## src/logic/pmx_pkg.sv

```systemverilog
package pmx_pkg;

	// ==========================================
	// Register map
	localparam logic [7:0] OFS_PORT_E_ALT  = 8'h00;
	localparam logic [7:0] OFS_IF_CONFIG   = 8'h04;
	localparam logic [7:0] OFS_FIFO_POL    = 8'h08;
	localparam logic [7:0] OFS_WAKE_CTL    = 8'h0C;
	localparam logic [7:0] OFS_PORT_E_OUT  = 8'h10;
	localparam logic [7:0] OFS_PORT_E_OE   = 8'h14;
	localparam logic [7:0] OFS_STATUS      = 8'h18;
	localparam logic [7:0] OFS_PORT_E_IN   = 8'h1C;

	// ==========================================
	// Reset values
	localparam logic [7:0] RST_PORT_E_ALT  = 8'h00;
	localparam logic [7:0] RST_IF_CONFIG   = 8'h80;
	localparam logic [7:0] RST_FIFO_POL    = 8'h00;
	localparam logic [7:0] RST_WAKE_CTL    = 8'h00;
	localparam logic [7:0] RST_PORT_E_OUT  = 8'h00;
	localparam logic [7:0] RST_PORT_E_OE   = 8'h00;
	localparam logic [5:0] RST_CONTROL     = 6'h3F;
	localparam logic [1:0] PRIME_CYCLES    = 2'h3;

	// ==========================================
	// Field positions
	localparam int IFC_CLK_SRC   = 7;
	localparam int IFC_FREQ48    = 6;
	localparam int IFC_CLK_OE    = 5;
	localparam int IFC_CLK_INV   = 4;
	localparam int POL_READ      = 3;
	localparam int POL_WRITE     = 2;
	localparam int POL_EMPTY     = 1;
	localparam int POL_FULL      = 0;
	localparam int WAKE_POL      = 4;
	localparam int PE_UART0      = 3;
	localparam int PE_UART1      = 4;
	localparam int PE_IRQ6       = 5;
	localparam int PE_T2RELOAD   = 6;
	localparam int PE_ADDR8      = 7;

	typedef enum logic [1:0]
	{
		IFM_PORTS = 2'h0,
		IFM_WAVE  = 2'h2,
		IFM_SLAVE = 2'h3
	} pmx_ifmode_t;

	// ==========================================
	// Helpers
	function automatic logic pmx_pick4(input logic [3:0] v, input logic [1:0] idx);
		return v[idx];
	endfunction : pmx_pick4

endpackage : pmx_pkg

```

## src/logic/pmx_cfg_if.sv

```systemverilog
`timescale 1ns/1ps
interface pmx_cfg_if;
	logic [7:0] port_e_alt_config;
	logic [7:0] interface_config;
	logic [7:0] fifo_pin_polarity;
	logic [7:0] wakeup_control;
	logic [7:0] port_e_gpio_out;
	logic [7:0] port_e_gpio_oe;
	logic [7:0] status;
	logic [7:0] port_e_level;

	modport regs
	(
		output port_e_alt_config, interface_config, fifo_pin_polarity, wakeup_control,
		output port_e_gpio_out, port_e_gpio_oe,
		input  status, port_e_level
	);
	modport core
	(
		input  port_e_alt_config, interface_config, fifo_pin_polarity, wakeup_control,
		input  port_e_gpio_out, port_e_gpio_oe,
		output status, port_e_level
	);
endinterface : pmx_cfg_if

```

## src/logic/pmx_sync.sv

```systemverilog
`timescale 1ns/1ps
module pmx_sync #(
	parameter int W = 8
) (
	input  logic         hclk,
	input  logic         hresetn,
	input  logic         ce,
	input  logic [W-1:0] d,
	output logic [W-1:0] q
);
	typedef struct packed
	{
		logic [W-1:0] s1;
		logic [W-1:0] s2;
	} pmx_sync_st_t;

	pmx_sync_st_t r;
	pmx_sync_st_t n;

	initial
	begin
		if (W < 1)
			$error("pmx_sync: W must be at least 1");
	end

	// First stage feeds only the second
	always_comb
	begin
		n = r;
		if (ce)
		begin
			n.s1 = d;
			n.s2 = r.s1;
		end
	end

	always_ff @(posedge hclk or negedge hresetn)
	begin
		if (!hresetn)
			r <= '0;
		else
			r <= n;
	end

	assign q = r.s2;
endmodule : pmx_sync

```

## src/logic/pmx_regs.sv

```systemverilog
`timescale 1ns/1ps
module pmx_regs
	import pmx_pkg::*;
(
	input  logic        hclk,
	input  logic        hresetn,
	input  logic        ce,
	input  logic        hsel,
	input  logic [31:0] haddr,
	input  logic [1:0]  htrans,
	input  logic        hwrite,
	input  logic [31:0] hwdata,
	input  logic        hready,
	output logic        hreadyout,
	output logic        hresp,
	output logic [31:0] hrdata,
	pmx_cfg_if.regs     cfg
);
	typedef struct packed
	{
		logic        pend;
		logic        pwrite;
		logic [7:0]  paddr;
		logic [7:0]  alt;
		logic [7:0]  ifc;
		logic [7:0]  pol;
		logic [7:0]  wake;
		logic [7:0]  gout;
		logic [7:0]  goe;
		logic [31:0] rdata;
	} pmx_regs_st_t;

	pmx_regs_st_t r;
	pmx_regs_st_t n;

	// ==========================================
	// Bus slave
	always_comb
	begin
		logic [7:0] rv;
		rv = 8'h00;
		n = r;
		if (ce)
		begin
			// Write lands in the data phase
			if (r.pend && r.pwrite)
			begin
				case (r.paddr)
					OFS_PORT_E_ALT: n.alt  = hwdata[7:0];
					OFS_IF_CONFIG:  n.ifc  = hwdata[7:0];
					OFS_FIFO_POL:   n.pol  = hwdata[7:0];
					OFS_WAKE_CTL:   n.wake = hwdata[7:0];
					OFS_PORT_E_OUT: n.gout = hwdata[7:0];
					OFS_PORT_E_OE:  n.goe  = hwdata[7:0];
					default:        n.alt  = n.alt;
				endcase
			end
			n.pend = hsel && htrans[1] && hready;
			n.pwrite = hwrite;
			n.paddr = haddr[7:0];
			// Read sampled after the write above, so back-to-back sees new data
			if (hsel && htrans[1] && hready && !hwrite)
			begin
				case (haddr[7:0])
					OFS_PORT_E_ALT: rv = n.alt;
					OFS_IF_CONFIG:  rv = n.ifc;
					OFS_FIFO_POL:   rv = n.pol;
					OFS_WAKE_CTL:   rv = n.wake;
					OFS_PORT_E_OUT: rv = n.gout;
					OFS_PORT_E_OE:  rv = n.goe;
					OFS_STATUS:     rv = cfg.status;
					OFS_PORT_E_IN:  rv = cfg.port_e_level;
					default:        rv = 8'h00;
				endcase
				n.rdata = {24'h000000, rv};
			end
		end
	end

	always_ff @(posedge hclk or negedge hresetn)
	begin
		if (!hresetn)
		begin
			r       <= '0;
			r.alt   <= RST_PORT_E_ALT;
			r.ifc   <= RST_IF_CONFIG;
			r.pol   <= RST_FIFO_POL;
			r.wake  <= RST_WAKE_CTL;
			r.gout  <= RST_PORT_E_OUT;
			r.goe   <= RST_PORT_E_OE;
		end
		else
			r <= n;
	end

	// Stalls the master while frozen so no transfer is lost
	assign hreadyout             = ce;
	assign hresp                 = 1'b0;
	assign hrdata                = r.rdata;
	assign cfg.port_e_alt_config = r.alt;
	assign cfg.interface_config  = r.ifc;
	assign cfg.fifo_pin_polarity = r.pol;
	assign cfg.wakeup_control    = r.wake;
	assign cfg.port_e_gpio_out   = r.gout;
	assign cfg.port_e_gpio_oe    = r.goe;
endmodule : pmx_regs

```

## src/logic/pmx_top.sv

```systemverilog
// The AHB-Lite register port and the placing of the registers were decided locally.
`timescale 1ns/1ps
// What this block does
// - Port E pins are GPIO unless alt bit set
// - UART0 sync pin carries data in mode0, else 1
// - UART1 sync pin carries data in mode0, else high
// - Interrupt 6 requests on rising edge
// - Timer 2 reloads on falling strobe when enabled
// - Top port E pin drives waveform address bit8
// - Mode picks ready0 or read strobe, polarity bit3
// - Mode picks ready1 or write strobe, polarity bit2
// - Ready pins 2-5 are always inputs
// - Flag A shows selected FIFO programmable flag
// - Flag B shows selected FIFO full flag
// - Flag C shows selected FIFO empty flag
// - Six control outputs, high after reset
// - Internal clock may drive pin, 30/48 select
// - Config bit4 inverts the interface clock
// - FIFO and waveform signals timed to interface clock
// - Interrupt 4 requests on rising edge
// - Interrupt 5 requests on falling edge
// - Timers count pins only when select bit set
// - UART transmit is clock in sync, data async
// - Resume pin wakes suspended core, polarity bit4
// - Asserted resume pin blocks suspend
module pmx_top
	import pmx_pkg::*;
(
	input  logic        hclk,
	input  logic        hresetn,
	input  logic        ce,
	input  logic        hsel,
	input  logic [31:0] haddr,
	input  logic [1:0]  htrans,
	input  logic        hwrite,
	input  logic [2:0]  hsize,
	input  logic [31:0] hwdata,
	input  logic        hready,
	output logic        hreadyout,
	output logic        hresp,
	output logic [31:0] hrdata,
	input  logic [7:0]  port_e_in,
	output logic [7:0]  port_e_out,
	output logic [7:0]  port_e_oe,
	input  logic [2:0]  timer_overflow,
	input  logic [1:0]  uart_mode0,
	input  logic [1:0]  uart_sync_data,
	input  logic [1:0]  uart_shift_clock,
	input  logic [1:0]  uart_tx_data,
	output logic        uart0_transmit,
	output logic        uart1_transmit,
	input  logic        uart0_receive,
	input  logic        uart1_receive,
	output logic [1:0]  uart_rx_data,
	input  logic        waveform_addr_bit8,
	input  logic [5:0]  ready_pins,
	output logic [5:0]  waveform_ready,
	output logic        fifo_read_strobe,
	output logic        fifo_write_strobe,
	input  logic [5:0]  waveform_ctl,
	output logic [5:0]  control_pins,
	input  logic [1:0]  fifo_select_addr,
	input  logic [3:0]  fifo_prog_flag,
	input  logic [3:0]  fifo_full,
	input  logic [3:0]  fifo_empty,
	output logic        interface_clock_internal,
	output logic        interface_clock_oe,
	output logic        interface_clock_sel48,
	output logic        interface_clock_invert,
	input  logic        ext_irq4,
	input  logic        ext_irq5_n,
	output logic        ext_irq4_req,
	output logic        ext_irq5_req,
	output logic        ext_irq6_req,
	input  logic [2:0]  timer_pins,
	input  logic [2:0]  timer_count_select,
	output logic [2:0]  timer_count_pulse,
	input  logic        timer2_ext_reload_enable,
	output logic        timer2_reload_pulse,
	input  logic        resume_pin,
	input  logic        core_suspended,
	output logic        resume_wake_pulse,
	output logic        suspend_inhibit,
	output logic [3:0]  mem_strobes_n
);
	localparam int SYNC_W = 24;

	typedef struct packed
	{
		logic [1:0] prime;
		logic       irq4_q;
		logic       irq5n_q;
		logic       irq6_q;
		logic       t2rl_q;
		logic [2:0] tpin_q;
		logic       wake_q;
		logic [7:0] pe_out;
		logic [7:0] pe_oe;
		logic [5:0] ctl;
		logic [5:0] wready;
		logic       rd_stb;
		logic       wr_stb;
		logic [1:0] utx;
		logic [1:0] urx;
		logic       irq4_p;
		logic       irq5_p;
		logic       irq6_p;
		logic       t2rl_p;
		logic [2:0] tcnt_p;
		logic       wake_p;
		logic       inhibit;
		logic [3:0] interface_clock;
	} pmx_top_st_t;

	pmx_top_st_t r;
	pmx_top_st_t n;
	pmx_cfg_if   cfg ();

	logic [SYNC_W-1:0] raw;
	logic [SYNC_W-1:0] syn;
	logic [7:0]        pe_s;
	logic [1:0]        rx_s;
	logic [1:0]        fsel_s;
	logic [5:0]        rdy_s;
	logic              irq4_s;
	logic              irq5n_s;
	logic [2:0]        tpin_s;
	logic              wake_s;
	logic              slave;
	logic              wake_act;

	// ==========================================
	// Pin synchronisers
	assign raw = {resume_pin, timer_pins, ext_irq5_n, ext_irq4, ready_pins,
		fifo_select_addr, uart1_receive, uart0_receive, port_e_in};

	pmx_sync #(.W(SYNC_W)) u_sync
	(
		.hclk    (hclk),
		.hresetn (hresetn),
		.ce      (ce),
		.d       (raw),
		.q       (syn)
	);

	assign pe_s    = syn[7:0];
	assign rx_s    = syn[9:8];
	assign fsel_s  = syn[11:10];
	assign rdy_s   = syn[17:12];
	assign irq4_s  = syn[18];
	assign irq5n_s = syn[19];
	assign tpin_s  = syn[22:20];
	assign wake_s  = syn[23];

	// ==========================================
	// Register bus
	pmx_regs u_regs
	(
		.hclk      (hclk),
		.hresetn   (hresetn),
		.ce        (ce),
		.hsel      (hsel),
		.haddr     (haddr),
		.htrans    (htrans),
		.hwrite    (hwrite),
		.hwdata    (hwdata),
		.hready    (hready),
		.hreadyout (hreadyout),
		.hresp     (hresp),
		.hrdata    (hrdata),
		.cfg       (cfg)
	);

	assign slave    = cfg.interface_config[1:0] == IFM_SLAVE;
	assign wake_act = wake_s == cfg.wakeup_control[WAKE_POL];

	assign cfg.status       = {4'h0, r.inhibit, fsel_s, slave};
	assign cfg.port_e_level = pe_s;

	// ==========================================
	// Next state
	always_comb
	begin
		logic live;
		live = r.prime == PRIME_CYCLES;
		n = r;
		if (ce)
		begin
			// Edge detectors wait until synchronisers hold real pin levels
			if (!live)
				n.prime = r.prime + 2'h1;

			// Port E: GPIO by default, alternate function per bit
			n.pe_out = cfg.port_e_gpio_out;
			n.pe_oe  = cfg.port_e_gpio_oe;
			for (int i = 0; i < 3; i++)
			begin
				if (cfg.port_e_alt_config[i])
				begin
					n.pe_out[i] = timer_overflow[i];
					n.pe_oe[i]  = 1'b1;
				end
			end
			if (cfg.port_e_alt_config[PE_UART0])
			begin
				n.pe_out[PE_UART0] = uart_mode0[0] ? uart_sync_data[0] : 1'b1;
				n.pe_oe[PE_UART0]  = 1'b1;
			end
			if (cfg.port_e_alt_config[PE_UART1])
			begin
				n.pe_out[PE_UART1] = uart_mode0[1] ? uart_sync_data[1] : 1'b1;
				n.pe_oe[PE_UART1]  = 1'b1;
			end
			if (cfg.port_e_alt_config[PE_IRQ6])
			begin
				n.pe_out[PE_IRQ6] = 1'b0;
				n.pe_oe[PE_IRQ6]  = 1'b0;
			end
			if (cfg.port_e_alt_config[PE_T2RELOAD])
			begin
				n.pe_out[PE_T2RELOAD] = 1'b0;
				n.pe_oe[PE_T2RELOAD]  = 1'b0;
			end
			if (cfg.port_e_alt_config[PE_ADDR8])
			begin
				n.pe_out[PE_ADDR8] = waveform_addr_bit8;
				n.pe_oe[PE_ADDR8]  = 1'b1;
			end

			// Edge events, one cycle each
			n.irq4_q  = irq4_s;
			n.irq5n_q = irq5n_s;
			n.irq6_q  = pe_s[PE_IRQ6];
			n.t2rl_q  = pe_s[PE_T2RELOAD];
			n.tpin_q  = tpin_s;
			n.wake_q  = wake_act;
			n.irq4_p  = live && irq4_s && !r.irq4_q;
			n.irq5_p  = live && !irq5n_s && r.irq5n_q;
			n.irq6_p  = live && cfg.port_e_alt_config[PE_IRQ6]
				&& pe_s[PE_IRQ6] && !r.irq6_q;
			n.t2rl_p  = live && cfg.port_e_alt_config[PE_T2RELOAD]
				&& timer2_ext_reload_enable
				&& !pe_s[PE_T2RELOAD] && r.t2rl_q;
			n.tcnt_p  = live ? (timer_count_select & ~tpin_s & r.tpin_q) : 3'h0;

			// Resume pin: wake on assertion while suspended
			n.wake_p  = live && core_suspended && wake_act && !r.wake_q;
			n.inhibit = wake_act;

			// UART pins
			for (int u = 0; u < 2; u++)
			begin
				n.utx[u] = uart_mode0[u] ? uart_shift_clock[u] : uart_tx_data[u];
			end
			n.urx = rx_s;

			// Ready pins and slave strobes; sampled against interface clock upstream
			n.rd_stb = slave && (rdy_s[0] == cfg.fifo_pin_polarity[POL_READ]);
			n.wr_stb = slave && (rdy_s[1] == cfg.fifo_pin_polarity[POL_WRITE]);
			n.wready = {rdy_s[5:2], slave ? 2'h0 : rdy_s[1:0]};

			// Control pins: engine outputs, or flags in slave mode
			n.ctl = waveform_ctl;
			if (slave)
			begin
				n.ctl[0] = pmx_pick4(fifo_prog_flag, fsel_s);
				n.ctl[1] = pmx_pick4(fifo_full, fsel_s)
					== cfg.fifo_pin_polarity[POL_FULL];
				n.ctl[2] = pmx_pick4(fifo_empty, fsel_s)
					== cfg.fifo_pin_polarity[POL_EMPTY];
			end

			// Interface clock controls
			n.interface_clock[0] = cfg.interface_config[IFC_CLK_SRC];
			n.interface_clock[1] = cfg.interface_config[IFC_CLK_SRC]
				&& cfg.interface_config[IFC_CLK_OE];
			n.interface_clock[2] = cfg.interface_config[IFC_FREQ48];
			n.interface_clock[3] = cfg.interface_config[IFC_CLK_INV];
		end
	end

	// ==========================================
	// State register
	always_ff @(posedge hclk or negedge hresetn)
	begin
		if (!hresetn)
		begin
			r         <= '0;
			r.ctl     <= RST_CONTROL;
			r.utx     <= 2'h3;
			r.irq5n_q <= 1'b1;
			r.interface_clock   <= 4'h1;
		end
		else
			r <= n;
	end

	// ==========================================
	// Outputs
	assign port_e_out               = r.pe_out;
	assign port_e_oe                = r.pe_oe;
	assign uart0_transmit           = r.utx[0];
	assign uart1_transmit           = r.utx[1];
	assign uart_rx_data             = r.urx;
	assign waveform_ready           = r.wready;
	assign fifo_read_strobe         = r.rd_stb;
	assign fifo_write_strobe        = r.wr_stb;
	assign control_pins             = r.ctl;
	assign interface_clock_internal = r.interface_clock[0];
	assign interface_clock_oe       = r.interface_clock[1];
	assign interface_clock_sel48    = r.interface_clock[2];
	assign interface_clock_invert   = r.interface_clock[3];
	assign ext_irq4_req             = r.irq4_p;
	assign ext_irq5_req             = r.irq5_p;
	assign ext_irq6_req             = r.irq6_p;
	assign timer_count_pulse        = r.tcnt_p;
	assign timer2_reload_pulse      = r.t2rl_p;
	assign resume_wake_pulse        = r.wake_p;
	assign suspend_inhibit          = r.inhibit;
	// External memory strobes idle inactive
	assign mem_strobes_n            = 4'hF;
endmodule : pmx_top

```

## config.mk

```make
export PLATFORM = sky130hd
export DESIGN_NAME = pmx_top
export DESIGN_NICKNAME = d
export VERILOG_FILES = /design/src/logic/pmx_pkg.sv /design/src/logic/pmx_cfg_if.sv /design/src/logic/pmx_sync.sv /design/src/logic/pmx_regs.sv /design/src/logic/pmx_top.sv
export SDC_FILE = /design/constraint.sdc
export NUM_CORES = 1
export LEC_CHECK = 0
export BUFFER_PORTS_ARGS = -buffer_cell sky130_fd_sc_hd__buf_2
export CORE_ASPECT_RATIO = 1.4
export CORE_MARGIN = 4
export CORE_UTILIZATION = 40
export CTS_BUF_LIST = sky130_fd_sc_hd__clkbuf_2
export CTS_CLUSTER_DIAMETER = 50
export DETAILED_ROUTE_END_ITERATION = 12
export PLACE_DENSITY_LB_ADDON = 0.15
export SETUP_SLACK_MARGIN = 0.2
export SLEW_MARGIN = 20
export SYNTH_ARGS = -nofsm -noshare
export SYNTH_HDL_FRONTEND = slang
export SYNTH_HIERARCHICAL = 1
export SYNTH_SLANG_ARGS = --single-unit
```

## constraint.sdc

```tcl
create_clock -name hclk -period 3.9 [get_ports hclk]
set_input_delay 0.78 -clock hclk [delete_from_list [all_inputs] [get_ports hclk]]
set_output_delay 0.78 -clock hclk [all_outputs]
set_load 0.02 [all_outputs]
```

# == After elaboration in Yosys (flattened, before gate mapping) ==
# Index checks and enable logic that the tools add are counted.
# W data, S select, Z words.
# word_totals
ff_bits,170
in_bits,134
output_inout_bits,85
word_cells,127
# op_classes
n_addsub,1
order_cmp,1
n_eq_ne,19
mux,37
n_bitwise,4
n_reduce_logical,31
# ops
op,n
$pmux W8 S8,1
$eq A8 B5 Y1 const B,6
$mux W48,1
$mux W8,6
$eq A8 B4 Y1 const B,4
$mux W1,23
$logic_and A1 B1 Y1,21
$eq A8 B3 Y1 const B,2
$logic_not A8 Y1,2
$and A3 B3 Y3,2
$bmux W1 S2,3
$logic_not A1 Y1,6
$mux W3,2
$eq A1 B1 Y1,5
$eq A2 B2 Y1 const B,2
$reduce_and A2 Y1,2
$lt A2 B3 Y1 const B,1
$not A3 Y3,1
$add A2 B1 Y2 const B,1
$mux W2,1
$not A1 Y1,1

# == Longest topological paths before layout ==
# Gate-level depths: netlist of run 1.
# logic_depth
depth_word,5
ltp_mapped,7
ltp_nobuf,6

# == By module ==
# The synthesis of run 1 kept the hierarchy.
# modules_own_cells
mod,instances,cells_per_inst,area_each_um2,seq_area_each_um2
pmx_regs,1,383,4341.7,1652.8
pmx_top,1,243,2746.4,1413.9
pmx_sync,1,125,2040.7,1201.2

# == Worst setup path before layout of run 1 ==
# OpenSTA, ideal clock, no wires.
# synth_timing
path_type,register -> register
startpoint,register u_regs/r[82] (netlist bit)
endpoint,"register u_regs.r, in the netlist u_regs/hrdata[0]"
setup_ps,142
arrival_ps,2180
required_time_ps,3758
setup_slack_ps,1578
stages_incl_launch_ff,7
n_path_buf,1
synth_period_minus_slack_ps,2322
path_cell_list,dfrtp_1 -> buf_6 -> or4_4 -> nor4_4 -> mux2_2 -> a222oi_1 -> a32oi_1
# synth_via
elab_chain_cells,4
elab_cells_between_ends,14
classes_between,5 x eq/ne; 8 x mux; 1 x reduce/logical
# synth_rtl
element,line_no,rtl
start: declaration,pmx_regs.sv:33,pmx_regs_st_t r;
start signal: assignment,pmx_regs.sv:93,r <= n;
$eq A8 B5 Y1 (tied with other cells),pmx_regs.sv:48,case (r.paddr)
$mux W8,pmx_regs.sv:48,
$mux W48 *,pmx_regs.sv:46,if (r.pend && r.pwrite)
$pmux W8 S8 *,pmx_regs.sv:64,case (haddr[7:0])
# Mark *: on every way between the ends. The rest lies on a longest branch, timed or not.
# A chain may end at the register's enable or synchronous reset.

# == Final worst setup path of run 1 ==
# layout_timing
startpoint,register u_regs/r[82] (netlist bit)
endpoint,"register u_regs.r, in the netlist u_regs/hrdata[1]"
# The elaborated chain is that of the path after synthesis.

==> results of run 1 <==
## metal layers
layer	up-vias	share of wire
met4	0	0.027
met5	-	0
met2	150	0.50
met1	2743	0.42
met3	30	0.050
li1	2545	-
## power breakdown
group / switching, mW / internal (mW)
logic: 0.286 / 0.246
registers: 0.105 / 1.92
clock network: 0.649 / 0.240
## state kept, by name (all words and copies together), names as in the netlist, 2 cells and up
register                      count
u_sync/q                         24
u_sync/r                         24
u_regs/r                         10
r                                 9
port_e_oe                         8
port_e_out                        8
u_regs/cfg.fifo_pin_polarity      8
u_regs/cfg.interface_config       8
u_regs/cfg.port_e_alt_config      8
u_regs/cfg.port_e_gpio_oe         8
u_regs/cfg.port_e_gpio_out        8
u_regs/cfg.wakeup_control         8
u_regs/hrdata                     8
control_pins                      6
waveform_ready                    6
timer_count_pulse                 3
uart_rx_data                      2
## worst max path at each step
| stage | slack [ns] | to |
|---|---|---|
| detailed placement | 1.08 | u_regs/hrdata[1]$_DFFE_PN0P_ |
| global placement | 1.12 | u_regs/hrdata[1]$_DFFE_PN0P_ |
| CTS | 1.04 | u_regs/hrdata[2]$_DFFE_PN0P_ |
| global route | 0.96 | u_regs/hrdata[2]$_DFFE_PN0P_ |
| floorplan | 1.58 | u_regs/hrdata[0]$_DFFE_PN0P_ |
| finish | 1.04 | u_regs/hrdata[1]$_DFFE_PN0P_ |
## cell type report
| type | instances | share of cell area |
|---|---|---|
| inverter | 18 | 0.00724 |
| timing repair buffer | 142 | 0.0801 |
| tap | 297 | 0.0398 |
| sequential | 170 | 0.457 |
| antenna | 2 | 0.000536 |
| clock buffer | 19 | 0.0102 |
| multi-input combinational | 417 | 0.392 |
| clock inverter | 13 | 0.0129 |
## layout by cell type (no fill, tap or decap), drive strengths merged, types with 3 or more instances in the layout
master,count
a21oi,21
a222oi,6
a2bb2oi,8
a32oi,7
and2,3
and4b,5
buf,142
clkbuf,19
clkinv,6
clkinvlp,3
conb,33
dfrtp,159
dfstp,11
inv,21
mux2,168
mux2i,28
mux4,3
nand2,9
nand2b,3
nand3,13
nand4,6
nand4b,6
nor2,27
nor2b,4
nor3,4
nor4,8
nor4b,3
o21ai,28
o22ai,3
xor2,3
## through the flow
step	setup WS, ns	hold slack [ns]	instances	power [mW]	utilization
after CTS	1.04	0.0950	1076	3.51	0.424
after global placement	1.12	0.466	1044	2.58	0.414
after detailed placement	1.08	0.481	1044	2.60	0.414
final	1.04	0.104	1078	3.44	0.424
after global routing	0.959	0.0763	1078	3.65	0.424
after floorplan	1.58	0.453	768	2.51	-
==> results.yml, run 1 <==
outcome:
  status: "finished clean"
routing:
  routed_wl_um: 20500
  routed_via_density: 5.07
  wl_per_cell_um: 19.0
  detail_route.first_pass.iterations: 5
  via_count: 5468
  detail-route-antenna-nets: 0
  drtIter0Drc: 275
  drc: 0
cts:
  tritoncts: "built"
  worstSkewPairLatency_ns: 0.76
  clock_sinks: 170
  clk_pin_slew_worst_paths_ns: 0.25
  cts_resized: 0
  cts-root-buf: "clkbuf_2"
  cts_buffer_depth: 2
  h-tree-depth: 4
  hold_buffers: 0
  cts_buffers: 17
  cts_setup_buffers: 0
grt:
  grt_max_degree: 102
  globalRouteMet3Util: 0.0408
  track_usage: 0.167
  grt_busiest_layer: "met2"
  grt_overflow: 0
  use_met1: 0.207
  grt_pass1_vias: 5741
  grtUsageMet2: 0.281
  antenna_found_initial: 1
  grt_pass1_wl_um: 32200
setup_path:
  worstPathMaxFanout: 9
  worstPathCellList: "or4_4 -> nor4_4 -> mux2_2 -> a222oi_1 -> a32oi_1"
  r2r_start: "u_regs/r[82]$_DFFE_PN0P_"
  worstPathRequired_ns: 4.52
  cp-start-kind: "flop"
  crit_slowest_cell: "or4_4"
  critical_path.top_delay_family: "simple AND/OR/NAND/NOR gates"
  worst-setup-path-type: "reg -> reg"
  cpPeakStageDelay_ns: 0.59
  path_buf_inv: 0
  reg2reg_depth: 5
  crit_arrival_ns: 3.48
  cp-startpoint: "u_regs/r[82]$_DFFE_PN0P_"
  r2r_end: "u_regs/hrdata[1]$_DFFE_PN0P_"
  cp-end-kind: "flop"
  r2r_slack_ns: 1.04
  cp.depth: 5
synthesis:
  netlist_area_mm2: 0.00903
  postSynthCellCount: 738
  synth_area_per_cell_um2: 12.2
  ys_warn_count: 6
placement:
  gp_congestion: 0.800
  port_buffers: 137
  placed_area_mm2: 0.00912
  hpwl_um: 14800
floorplanning:
  num_rows: 64
  io_pins: 219
  dieArea_mm2: 0.0251
  die_w_um: 135
  initial_core_util: 0.410
  die_h_um: 186
  coreArea_mm2: 0.0220
timing:
  slew_viol_final: 0
  fin_skew_ns: 0.0484
  finalCriticalPeriod_ns: 2.86
  clock.fmax_ghz: 0.350
  tns_ns: 0
  max_slew_margin: 0.358
  min_period_over_period: 0.734
  worstMarginPinSlew_ns: 0.963
  setup_viol: 0
  hold_violations: 0
  grt_setup_unrepaired: "no"
pwr:
  power.leakage_nw: 4.43
  p_per_area_mw_per_mm2: 369
  irDropWorstVdd_mv: 0.207
final_layout:
  synthToLayoutAreaGrowth_pct: 3.38
  final_area_mm2: 0.00934
  multi_input_area_mm2: 0.00366
  layout-drive-gt1-share: 0.462
  fill_cells: 2118
  fin_nets: 901
  regArea_mm2: 0.00427
run:
  max-cap-violations: 0
min_path:
  hp-class: "in -> async"
Note: power is estimated with default switching activity, not from simulation.
==> run 2: changes to the inputs <==
--- a/config.mk
+++ b/config.mk
@@ -5,6 +5,7 @@
 export SDC_FILE = /design/constraint.sdc
 export NUM_CORES = 1
 export LEC_CHECK = 0
+export ABC_AREA = 1
 export BUFFER_PORTS_ARGS = -buffer_cell sky130_fd_sc_hd__buf_2
 export CORE_ASPECT_RATIO = 1.4
 export CORE_MARGIN = 4
==> constraint.sdc (replaced) <==
create_clock -name hclk -period 2.7 [get_ports hclk]
set_input_delay 0.54 -clock hclk [delete_from_list [all_inputs] [get_ports hclk]]
set_output_delay 0.54 -clock hclk [all_outputs]
set_load 0.02 [all_outputs]
==> run 2 against run 1 <==
Maximum frequency up 36%. Highest routed layer unchanged. Global-route usage is 1.9 points higher. Synthesized area is 1.9% higher. Synthesized cell count up 63%.
==> results.yml, run 2 <==
outcome:
  status: "finished clean"
pwr:
  p_sw_mw: 1.84
  seqPwrFrac: 0.537
  p_per_area_mw_per_mm2: 553
  irDropWorstVdd_mv: 0.351
  combPwrFrac: 0.197
  switching_share: 0.325
  p_int_mw: 3.81
  clkPwrFrac: 0.266
  power.leakage_nw: 5.52
  power_mw: 5.65
floorplanning:
  die_h_um: 187
  coreArea_mm2: 0.0226
  io_pins: 219
  num_rows: 65
  dieArea_mm2: 0.0255
  initial_core_util: 0.407
  die_w_um: 136
grt:
  grt_pass1_vias: 7251
  antenna_found_initial: 1
  grt_overflow: 0
  track_usage: 0.186
  grt_max_degree: 89
  grt_pass1_wl_um: 37500
timing:
  tns_ns: 0
  worstMarginPinSlew_ns: 0.830
  fin_skew_ns: 0.0442
  max_slew_margin: 0.446
  min_period_over_period: 0.777
  finalCriticalPeriod_ns: 2.10
  clock.fmax_ghz: 0.477
  setup_viol: 0
  hold_violations: 0
  grt_setup_unrepaired: "no"
  slew_viol_final: 0
cts:
  clk_pin_slew_worst_paths_ns: 0.26
  cts-root-buf: "clkbuf_2"
  clock_sinks: 170
  cts_setup_buffers: 0
  cts_buffers: 17
  worstSkewPairLatency_ns: 0.77
  tritoncts: "built"
  h-tree-depth: 4
  cts_buffer_depth: 2
routing:
  drtIter0Drc: 449
  detail-route-antenna-nets: 0
  detail_route.first_pass.iterations: 5
  via_count: 7443
  wl_per_cell_um: 14.4
  routed_via_density: 4.63
  drc: 0
  routed_wl_um: 23200
placement:
  gp_congestion: 0.916
  hpwl_um: 16500
  placed_area_mm2: 0.00938
  dp_cells: 1515
  port_buffers: 137
final_layout:
  final_area_mm2: 0.0102
  layout_commonest_cell: "nand2_1"
  fin_util: 0.452
  fin_nets: 1424
  layout-drive-gt1-share: 0.173
  final_cells: 1606
  layout_common_cells: "444 x nand2_1, 159 x dfrtp_1, 146 x nand3_1, 135 x buf_2, 87 x inv_1"
  synthToLayoutAreaGrowth_pct: 11.1
setup_path:
  worst-setup-path-type: "reg -> reg"
  worstPathMaxFanout: 12
  crit_arrival_ns: 2.80
  cp-end-kind: "flop"
  worstPathRequired_ns: 3.40
  cp-start-kind: "flop"
synthesis:
  ys_warn_count: 6
  postSynthCellCount: 1200
  synth_area_per_cell_um2: 7.67
  netlist_area_mm2: 0.00920
run:
  max-cap-violations: 0
min_path:
  hp-class: "in -> reg"
run 2: per-stage QoR:
stage	setup WS, ns	hold slack [ns]
floorplan	1.13	0.244
global route	0.438	0.0157
finish	0.602	0.0964
CTS	0.532	0.00878
global placement	0.592	0.436
detailed placement	0.585	0.446
run 2: worst paths after layout:
| path | start | end | slack [ns] | cells past startpoint |
|---|---|---|---|---|
| worst max-delay path | u_regs/r[84]$_DFFE_PN0P_ | u_regs/hrdata[4]$_DFFE_PN0P_ | 0.60 | 10 |
| worst min-delay path | timer_overflow[1] | port_e_out[1]$_DFFE_PN0P_ | 0.1 | 3 |
| worst max register to register | u_regs/r[84]$_DFFE_PN0P_ | u_regs/hrdata[4]$_DFFE_PN0P_ | 0.60 | 10 |
| worst min register to register | r[52]$_DFFE_PN0P_ | ext_irq6_req$_DFFE_PN0P_ | 0.46 | 1 |
| max in group asynchronous | hresetn | port_e_out[2]$_DFFE_PN0P_ | 1.75 | 3 |
| min in group asynchronous | hresetn | waveform_ready[4]$_DFFE_PN0P_ | 0.23 | 2 |
run 2: routing by layer:
metal	up-vias	GRT usage	share of wire
li1	3785	-	-
met1	3461	0.240	0.44
met2	169	0.312	0.49
met3	28	0.0382	0.046
met4	0	0.0597	0.023
met5	-	0	0
run 2: final cells by class:
type | instances | area, µm²
Tap cell | 301 | 377
Multi-Input combinational cell | 795 | 3500
Clock buffer | 17 | 85.1
Inverter | 96 | 363
Antenna cell | 4 | 10.0
Clock inverter | 14 | 184
Timing Repair Buffer | 209 | 1440
Sequential cell | 170 | 4270
Fill cell | 2377 | 12400
run 2: worst max-delay path: stages (launching register included):
cell and delay [ns]:
dfrtp_1 0.46, nor2_2 0.15, nand3_2 0.35, nor2_2 0.43, nand2_1 0.09, nand2_1 0.10, nor2_1 0.04, nor2_1 0.18
nand2_1 0.12, nand2_1 0.07, nand2_1 0.05
run 2: what timing repair did:
action,4_1_cts,5_1_grt
resized for setup,0,0
endpoints found under the hold margin,131,0
hold buffers,56,0
run 2: power groups by stage:
stage               clock (mW)  sequential (mW)  combinational (mW)
global route              1.68             3.08                1.27
detailed placement           0             3.08                1.05
finish                    1.50             3.03                1.11
CTS                       1.58             3.04                1.13
floorplan                    0             3.05               0.955
global placement             0             3.08                1.04
